File: src/design/upr_regs.svh
/*
  Address map, field positions and fixed codes of the paged register decode.
  Assumes inclusion by the decode module only; the bench files use literal values.
*/
`ifndef UPR_REGS_SVH
`define UPR_REGS_SVH

// ----------------------------------------------------------------------------
// Locations on the three address lines
// ----------------------------------------------------------------------------
`define UPR_LOC_HOLD 3'h0
`define UPR_LOC_IEN 3'h1
`define UPR_LOC_ISTAT 3'h2
`define UPR_LOC_LCTRL 3'h3
`define UPR_LOC_MCTRL 3'h4
`define UPR_LOC_LSTAT 3'h5
`define UPR_LOC_MSTAT 3'h6
`define UPR_LOC_SCRATCH 3'h7

// ----------------------------------------------------------------------------
// Fields and page keys
// ----------------------------------------------------------------------------
`define UPR_LCR_DIV_BIT 7
`define UPR_EFR_ENH_BIT 4
`define UPR_PAGE2_KEY 8'hbf
`define UPR_ZERO_BYTE 8'h00
`define UPR_IER_BASE_MASK 8'h0f
`define UPR_ISR_BASE_MASK 8'hcf
`define UPR_FCR_BASE_MASK 8'hcf
`define UPR_MCR_BASE_MASK 8'h1f
`define UPR_RESET_BYTE 8'h00

`endif

File: src/design/upr_pkg.sv
/*
  Types of the paged register decode; the bench files do not use them.
  Assumes nothing of its surroundings.
*/
package upr_pkg;
  typedef logic [7:0] upr_byte_t;
  typedef enum logic [1:0] {
    UPR_PAGE_BASE = 2'b00,
    UPR_PAGE_DIV = 2'b01,
    UPR_PAGE_ENH = 2'b11
  } upr_page_e;
endpackage

File: src/design/upr_decode.sv
/*
  Paged register decode of a serial controller, reached over an 8-bit bus
  with three address lines and active-low read and write strobes.
  Assumes the bus pins are asynchronous: they pass two flip-flops, and a
  strobe acts once on its synchronised falling edge. Status bytes come from
  the controller core on the same clock.
*/
// Function
// RQ1: Three address lines pick one of eight locations.
// RQ2: Second page only while line control is 0xBF.
// RQ3: Location 0 reads rx, writes tx holding.
// RQ4: Divisor mode: location 0 is divisor low.
// RQ5: Divisor mode: location 1 is divisor high.
// RQ6: Zero divisor: location 0 reads revision code.
// RQ7: Zero divisor: location 1 reads identity code.
// RQ8: Location 1 base page: interrupt enable.
// RQ9: Location 2: read status, write queue control.
// RQ10: Line control always reachable at location 3.
// RQ11: Location 4 base page: modem control.
// RQ12: Location 5 base page reads line status.
// RQ13: Location 5 write loads extra feature if enhanced.
// RQ14: Location 6 base page reads modem status.
// RQ15: Location 6 write loads pulse width if enhanced.
// RQ16: Location 7 base page: plain scratch byte.
// RQ17: Second page location 2: enhanced function.
// RQ18: Second page locations 4,5: resume characters.
// RQ19: Second page locations 6,7: stop characters.
// RQ20: Enhanced bits act only with enhanced bit.
// RQ21: Wrong-direction accesses have no side effects.
`timescale 1ns/1ps
`include "upr_regs.svh"

module upr_decode #(
  parameter logic [7:0] REVISION_CODE = 8'h01,  // Arbitrary value.
  parameter logic [7:0] PART_IDENTITY = 8'h5a   // Arbitrary value.
) (
  input wire logic clk,
  input wire logic rstn,
  input wire logic [2:0] addr,
  input wire logic [7:0] data_in,
  input wire logic rd_n,
  input wire logic wr_n,
  output logic [7:0] data_out,
  output logic data_oe,
  input wire logic [7:0] rx_holding,
  input wire logic [7:0] interrupt_status,
  input wire logic [7:0] line_status,
  input wire logic [7:0] modem_status,
  output logic rx_read,
  output logic tx_load,
  output logic [7:0] tx_holding,
  output logic queue_load,
  output logic [7:0] queue_control,
  output logic [7:0] divisor_low,
  output logic [7:0] divisor_high,
  output logic [7:0] interrupt_enable,
  output logic [7:0] line_control,
  output logic [7:0] modem_control,
  output logic [7:0] scratch_byte,
  output logic [7:0] enhanced_function,
  output logic [7:0] flow_resume_char_1,
  output logic [7:0] flow_resume_char_2,
  output logic [7:0] flow_stop_char_1,
  output logic [7:0] flow_stop_char_2,
  output logic [7:0] extra_feature,
  output logic [7:0] infrared_pulse_width
);

  // --------------------------------------------------------------------------
  // Pin synchronisers
  // --------------------------------------------------------------------------
  logic [2:0] addr_s1;
  logic [2:0] addr_s2;
  logic [7:0] din_s1;
  logic [7:0] din_s2;
  logic [1:0] rd_n_s;
  logic [1:0] wr_n_s;
  logic rd_n_d;
  logic wr_n_d;

  always_ff @(posedge clk or negedge rstn) begin
    if (!rstn) begin
      addr_s1 <= 3'h0;
      addr_s2 <= 3'h0;
      din_s1 <= 8'h00;
      din_s2 <= 8'h00;
      rd_n_s <= 2'b11;
      wr_n_s <= 2'b11;
      rd_n_d <= 1'b1;
      wr_n_d <= 1'b1;
    end else begin
      addr_s1 <= addr;
      addr_s2 <= addr_s1;
      din_s1 <= data_in;
      din_s2 <= din_s1;
      rd_n_s <= {rd_n_s[0], rd_n};
      wr_n_s <= {wr_n_s[0], wr_n};
      rd_n_d <= rd_n_s[1];
      wr_n_d <= wr_n_s[1];
    end
  end

  // --------------------------------------------------------------------------
  // Page selection
  // --------------------------------------------------------------------------
  logic rd_go;
  logic wr_go;
  logic enh;
  logic div_zero;
  upr_pkg::upr_page_e page;

  function automatic upr_pkg::upr_page_e upr_page_of(input logic [7:0] lc);
    if (lc == `UPR_PAGE2_KEY) begin
      upr_page_of = upr_pkg::UPR_PAGE_ENH; // RQ2
    end else if (lc[`UPR_LCR_DIV_BIT]) begin
      upr_page_of = upr_pkg::UPR_PAGE_DIV;
    end else begin
      upr_page_of = upr_pkg::UPR_PAGE_BASE;
    end
  endfunction

  // A strobe acts on its falling edge only, so a long strobe is one access.
  assign rd_go = rd_n_d & ~rd_n_s[1];
  assign wr_go = wr_n_d & ~wr_n_s[1];
  assign page = upr_page_of(line_control);
  assign enh = enhanced_function[`UPR_EFR_ENH_BIT];
  assign div_zero = (divisor_low == `UPR_ZERO_BYTE) && (divisor_high == `UPR_ZERO_BYTE);

  // --------------------------------------------------------------------------
  // Writes
  // --------------------------------------------------------------------------
  // The controller core masks nothing itself, so enhanced-only bits are
  // cleared here on write when the enhanced bit is off.
  always_ff @(posedge clk or negedge rstn) begin
    if (!rstn) begin
      tx_holding <= `UPR_RESET_BYTE;
      queue_control <= `UPR_RESET_BYTE;
      divisor_low <= `UPR_RESET_BYTE;
      divisor_high <= `UPR_RESET_BYTE;
      interrupt_enable <= `UPR_RESET_BYTE;
      line_control <= `UPR_RESET_BYTE;
      modem_control <= `UPR_RESET_BYTE;
      scratch_byte <= `UPR_RESET_BYTE;
      enhanced_function <= `UPR_RESET_BYTE;
      flow_resume_char_1 <= `UPR_RESET_BYTE;
      flow_resume_char_2 <= `UPR_RESET_BYTE;
      flow_stop_char_1 <= `UPR_RESET_BYTE;
      flow_stop_char_2 <= `UPR_RESET_BYTE;
      extra_feature <= `UPR_RESET_BYTE;
      infrared_pulse_width <= `UPR_RESET_BYTE;
    end else if (wr_go) begin // RQ21
      if (addr_s2 == `UPR_LOC_LCTRL) begin
        line_control <= din_s2; // RQ10
      end else begin
        case (page) // RQ1
          upr_pkg::UPR_PAGE_BASE: begin
            case (addr_s2)
              `UPR_LOC_HOLD: tx_holding <= din_s2; // RQ3
              `UPR_LOC_IEN: begin
                interrupt_enable <= enh ? din_s2 : (din_s2 & `UPR_IER_BASE_MASK); // RQ8 RQ20
              end
              `UPR_LOC_ISTAT: begin
                queue_control <= enh ? din_s2 : (din_s2 & `UPR_FCR_BASE_MASK); // RQ9 RQ20
              end
              `UPR_LOC_MCTRL: begin
                modem_control <= enh ? din_s2 : (din_s2 & `UPR_MCR_BASE_MASK); // RQ11 RQ20
              end
              `UPR_LOC_LSTAT: begin
                if (enh) begin
                  extra_feature <= din_s2; // RQ13
                end
              end
              `UPR_LOC_MSTAT: begin
                if (enh) begin
                  infrared_pulse_width <= din_s2; // RQ15
                end
              end
              `UPR_LOC_SCRATCH: scratch_byte <= din_s2; // RQ16
              default: begin
              end
            endcase
          end
          upr_pkg::UPR_PAGE_DIV: begin
            case (addr_s2)
              `UPR_LOC_HOLD: divisor_low <= din_s2; // RQ4
              `UPR_LOC_IEN: divisor_high <= din_s2; // RQ5
              default: begin
              end
            endcase
          end
          upr_pkg::UPR_PAGE_ENH: begin
            case (addr_s2)
              `UPR_LOC_ISTAT: enhanced_function <= din_s2; // RQ17
              `UPR_LOC_MCTRL: flow_resume_char_1 <= din_s2; // RQ18
              `UPR_LOC_LSTAT: flow_resume_char_2 <= din_s2; // RQ18
              `UPR_LOC_MSTAT: flow_stop_char_1 <= din_s2; // RQ19
              `UPR_LOC_SCRATCH: flow_stop_char_2 <= din_s2; // RQ19
              default: begin
              end
            endcase
          end
          default: begin
          end
        endcase
      end
    end
  end

  // --------------------------------------------------------------------------
  // Read data
  // --------------------------------------------------------------------------
  logic [7:0] next_data_out;

  always_comb begin
    next_data_out = 8'h00;
    if (addr_s2 == `UPR_LOC_LCTRL) begin
      next_data_out = line_control; // RQ10
    end else begin
      case (page)
        upr_pkg::UPR_PAGE_BASE: begin
          case (addr_s2)
            `UPR_LOC_HOLD: next_data_out = rx_holding; // RQ3
            `UPR_LOC_IEN: next_data_out = interrupt_enable; // RQ8
            `UPR_LOC_ISTAT: begin
              next_data_out = enh ? interrupt_status
                                  : (interrupt_status & `UPR_ISR_BASE_MASK); // RQ9 RQ20
            end
            `UPR_LOC_MCTRL: next_data_out = modem_control; // RQ11
            `UPR_LOC_LSTAT: next_data_out = line_status; // RQ12
            `UPR_LOC_MSTAT: next_data_out = modem_status; // RQ14
            `UPR_LOC_SCRATCH: next_data_out = scratch_byte; // RQ16
            default: next_data_out = 8'h00;
          endcase
        end
        upr_pkg::UPR_PAGE_DIV: begin
          case (addr_s2)
            `UPR_LOC_HOLD: next_data_out = div_zero ? REVISION_CODE : divisor_low; // RQ4 RQ6
            `UPR_LOC_IEN: next_data_out = div_zero ? PART_IDENTITY : divisor_high; // RQ5 RQ7
            default: next_data_out = 8'h00;
          endcase
        end
        upr_pkg::UPR_PAGE_ENH: begin
          case (addr_s2)
            `UPR_LOC_ISTAT: next_data_out = enhanced_function; // RQ17
            `UPR_LOC_MCTRL: next_data_out = flow_resume_char_1; // RQ18
            `UPR_LOC_LSTAT: next_data_out = flow_resume_char_2; // RQ18
            `UPR_LOC_MSTAT: next_data_out = flow_stop_char_1; // RQ19
            `UPR_LOC_SCRATCH: next_data_out = flow_stop_char_2; // RQ19
            default: next_data_out = 8'h00;
          endcase
        end
        default: next_data_out = 8'h00;
      endcase
    end
  end

  // Data is driven for as long as the synchronised read strobe is low.
  always_ff @(posedge clk or negedge rstn) begin
    if (!rstn) begin
      data_out <= 8'h00;
      data_oe <= 1'b0;
    end else begin
      data_out <= next_data_out;
      data_oe <= ~rd_n_s[1];
    end
  end

  // --------------------------------------------------------------------------
  // Access pulses to the controller core
  // --------------------------------------------------------------------------
  always_ff @(posedge clk or negedge rstn) begin
    if (!rstn) begin
      rx_read <= 1'b0;
      tx_load <= 1'b0;
      queue_load <= 1'b0;
    end else begin
      rx_read <= rd_go && page == upr_pkg::UPR_PAGE_BASE && addr_s2 == `UPR_LOC_HOLD; // RQ3
      tx_load <= wr_go && page == upr_pkg::UPR_PAGE_BASE && addr_s2 == `UPR_LOC_HOLD; // RQ3
      queue_load <= wr_go && page == upr_pkg::UPR_PAGE_BASE && addr_s2 == `UPR_LOC_ISTAT; // RQ9
    end
  end

endmodule

File: config.mk
export PLATFORM = sky130hd
export DESIGN_NAME = upr_decode
export DESIGN_NICKNAME = d
export VERILOG_FILES = /design/src/design/upr_pkg.sv /design/src/design/upr_decode.sv
export VERILOG_INCLUDE_DIRS = /design/src /design/src/design
export SDC_FILE = /design/constraint.sdc
export NUM_CORES = 1
export LEC_CHECK = 0
export BUFFER_PORTS_ARGS = -buffer_cell sky130_fd_sc_hd__buf_2
export CAP_MARGIN = 20
export CORE_UTILIZATION = 53
export DETAILED_ROUTE_END_ITERATION = 10
export GPL_ROUTABILITY_DRIVEN = 0
export PLACE_DENSITY = 0.81
export SKIP_LAST_GASP = 1
export SLEW_MARGIN = 20
export SYNTH_ARGS = -nofsm -noshare
export SYNTH_HDL_FRONTEND = slang
export SYNTH_SLANG_ARGS = --single-unit
File: constraint.sdc
create_clock -name clk -period 2.35 [get_ports clk]
set_clock_uncertainty 0.15 [all_clocks]
set_input_delay 0.3525 -clock clk [delete_from_list [all_inputs] [get_ports clk]]
set_output_delay 0.3525 -clock clk [all_outputs]
set_load 0.05 [all_outputs]
==> results.yml <==
finish:
  final_util_pct: 71.0
  diodes: 0
  area_delta_synth_final_pct: 28.5
  final_common_cell: "buf_2"
  drive_gt1_share_pct: 54.6
  mostFrequentLayoutCells: "buf_2 (177), dfrtp_1 (149), mux2_2 (119), nand2_1 (26), buf_4 (22)"
  nets: 735
cts:
  cts_made_buffers: 17
  worstSkewPairLatency_ns: 0.43
  clockBufferDepth: 2
  cts_sinks: 160
  cts_root_buf: "clkbuf_16"
  clkTransAtPathRegs_ns: 0.06
  cts_tree: "yes"
  cts-htree-levels: 4
grt:
  grt_remaining_overflow: 0
  grt_pass1_vias: 5211
  grt_first_pass_wirelength_mm: 28.5
  antenna_found_initial: 0
  grt_max_degree: 53
  globalRouteTotalUtil_pct: 29.9
worst_setup_path:
  critPathTopFamily: "simple AND/OR/NAND/NOR gates"
  cp_cell_sequence: "nand2b_1 > nor2_1 > nand2_1 > nor3_4 > buf_12 > mux2_2"
  startpoint_type: "register"
  crit_fanout: 8
  r2r-start: "wr_n_d"
  startpoint: "wr_n_d"
  critPathSlowestCell: "dfstp_2"
  r2r-end: "extra_feature[2]"
  cp-endpoint: "extra_feature[2]"
  path_buf_inv: 1
  r2r_slack_ns: 0.08
  path_class: "reg -> reg"
  reg2reg_depth: 6
  crit_cells: 6
  end_kind: "register"
  worstPathRequired_ns: 2.51
  max_stage_delay_ns: 0.53
  cp.arrival_ns: 2.43
die:
  coreArea_um2: 12300
  die_y_um: 115
  start_util_pct: 55.3
  io_pins: 179
  die_x_um: 115
  die_area_um2: 13200
  placementRows: 40
hold_path:
  hp-start: "din_s1[3]"
  min_path_type: "reg -> reg"
yosys:
  synth_top_cell_area_share_pct: 56.8
  synth.avg_cell_area_um2: 14.0
  yosysTopAreaCell: "dfrtp_1"
  syn-cell-area_um2: 6780
  synth_seq_cells: 160
  synth_cell_types: 47
  synth.top_cells.by_area: "dfrtp_1 (57%), mux2_2 (20%), mux4_2 (3.3%), dfstp_2 (2.3%), nand2_1 (1.4%)"
  synth.yosys.warnings: 0
  seq_area_frac_synth_pct: 59.2
  postSynthCellCount: 486
  syn_nets: 533
timing:
  max_freq_ghz: 0.440
  rsz0062_at_grt: "yes"
  worst_pin_slew_ns: 0.698
  fin_crit_ns: 2.27
  final_max_slew_viol_count: 0
  setup_viol: 0
  slew_headroom_pct: 53.5
  finalCritPeriodShare_pct: 96.7
  hold_viol_final: 0
flow_run:
  maxCapViolCount: 0
pwr:
  peakVddDrop_v: 0.000584
  leakage_nw: 4.42
  power.total_mw: 7.71
  powerDensity_nw_per_um2: 885
placement:
  port_buffers: 178
  dp_hpwl_mm: 13.1
routing:
  drtAntennaViolNets: 0
  wirelength_mm: 18.6
  drt_first_iter_violations: 361
  routedWlPerCell_um: 21.4
  vias_per_cell: 5.81
  drcViolationCount: 0
  dr.pass1.iters: 5
  vias: 5045
status:
  status: "complete, no violations"
## Yosys cell counts, drive strengths merged
master / n
a2111o: 1
a21oi: 5
a221oi: 5
a222oi: 1
a22o: 4
a22oi: 10
a2bb2oi: 2
a311oi: 2
a31oi: 8
a32oi: 1
and2: 3
and3: 3
and4: 2
buf: 17
clkbuf: 17
dfrtp: 154
dfstp: 6
inv: 7
mux2: 119
mux2i: 5
mux4: 10
nand2: 26
nand2b: 5
nand3: 11
nand3b: 1
nand4: 2
nand4b: 1
nor2: 12
nor2b: 7
nor3: 3
nor4: 6
o211ai: 4
o21ai: 15
o221a: 1
o221ai: 4
o22ai: 2
o31ai: 2
or2: 1
or3: 1
## cell families after synthesis
| logic type | Yosys count | synth area share [%] |
|---|---|---|
| compound gates | 67 | 6.98 |
| buf+inv | 41 | 2.73 |
| flops | 160 | 59.2 |
| mux | 134 | 23.8 |
| simple gates | 84 | 7.31 |
## where the power goes
part / switching [mW] / leakage (nW) / internal (mW)
registers: 0.258 / 2.07 / 3.01
logic: 1.19 / 2.06 / 0.480
clock network: 1.07 / 0.288 / 1.69
total: 2.53 / 4.42 / 5.18
## worst reg2reg max path: cells and delay by family, from the launching register on
| kind | cells | cell delay (ns) |
|---|---|---|
| buffers and inverters | 1 | 0.16 |
| flip-flops | 1 | 0.53 |
| multiplexers | 1 | 0.35 |
| AND/OR/NAND/NOR | 4 | 0.96 |
## how the worst min path moves through the flow
stage / endpoint / slack (ns) / cells after the start
2_1_floorplan: addr_s1[0] / -0.09 / 0
3_3_place_gp: modem_control[2] / 0.18 / 1
3_5_place_dp: modem_control[2] / 0.18 / 1
4_1_cts: din_s2[3] / 0.20 / 0
5_1_grt: wr_n_s[1] / 0.21 / 0
6_report: din_s2[3] / 0.20 / 0
## metal layers
layer | vias to the layer above | share of wire, % | GRT usage [%]
met5 | - | 0 | 0
met4 | 0 | 3.1 | 13.2
met3 | 44 | 8.5 | 8.96
met2 | 263 | 49 | 47.3
met1 | 2549 | 40 | 38.3
li1 | 2189 | - | -
## repair_timing
| item | CTS | global route |
|---|---|---|
| hold endpoints to repair | 56 | 0 |
| hold buffers | 14 | 0 |
| endpoints found under the setup margin | 0 | 74 |
| resized for setup | 0 | 5 |
| setup buffers | 0 | 1 |
## per-stage QoR
step | std cells | setup TNS [ns] | setup slack (ns) | hold WS (ns) | instance area, µm²
3_3_place_gp | 822 | 0 | 0.102 | 0.176 | 7940
3_5_place_dp | 822 | 0 | 0.0224 | 0.178 | 7940
4_1_cts | 868 | 0 | 0.00748 | 0.199 | 8680
6_report | 869 | 0 | 0.0778 | 0.198 | 8710
2_1_floorplan | 486 | 0 | 0.00263 | -0.0931 | 6790
5_1_grt | 869 | -0.163 | -0.0267 | 0.211 | 8710
## final cells by class
| class | count | area (µm²) |
|---|---|---|
| Tap cell | 168 | 210 |
| Fill cell | 871 | 3550 |
| Timing Repair Buffer | 217 | 1260 |
| Sequential cell | 160 | 4020 |
| Multi-Input combinational cell | 285 | 2590 |
| Clock buffer | 25 | 495 |
| Clock inverter | 7 | 103 |
| Inverter | 7 | 26.3 |
Note: power is estimated with default switching activity, not from simulation.
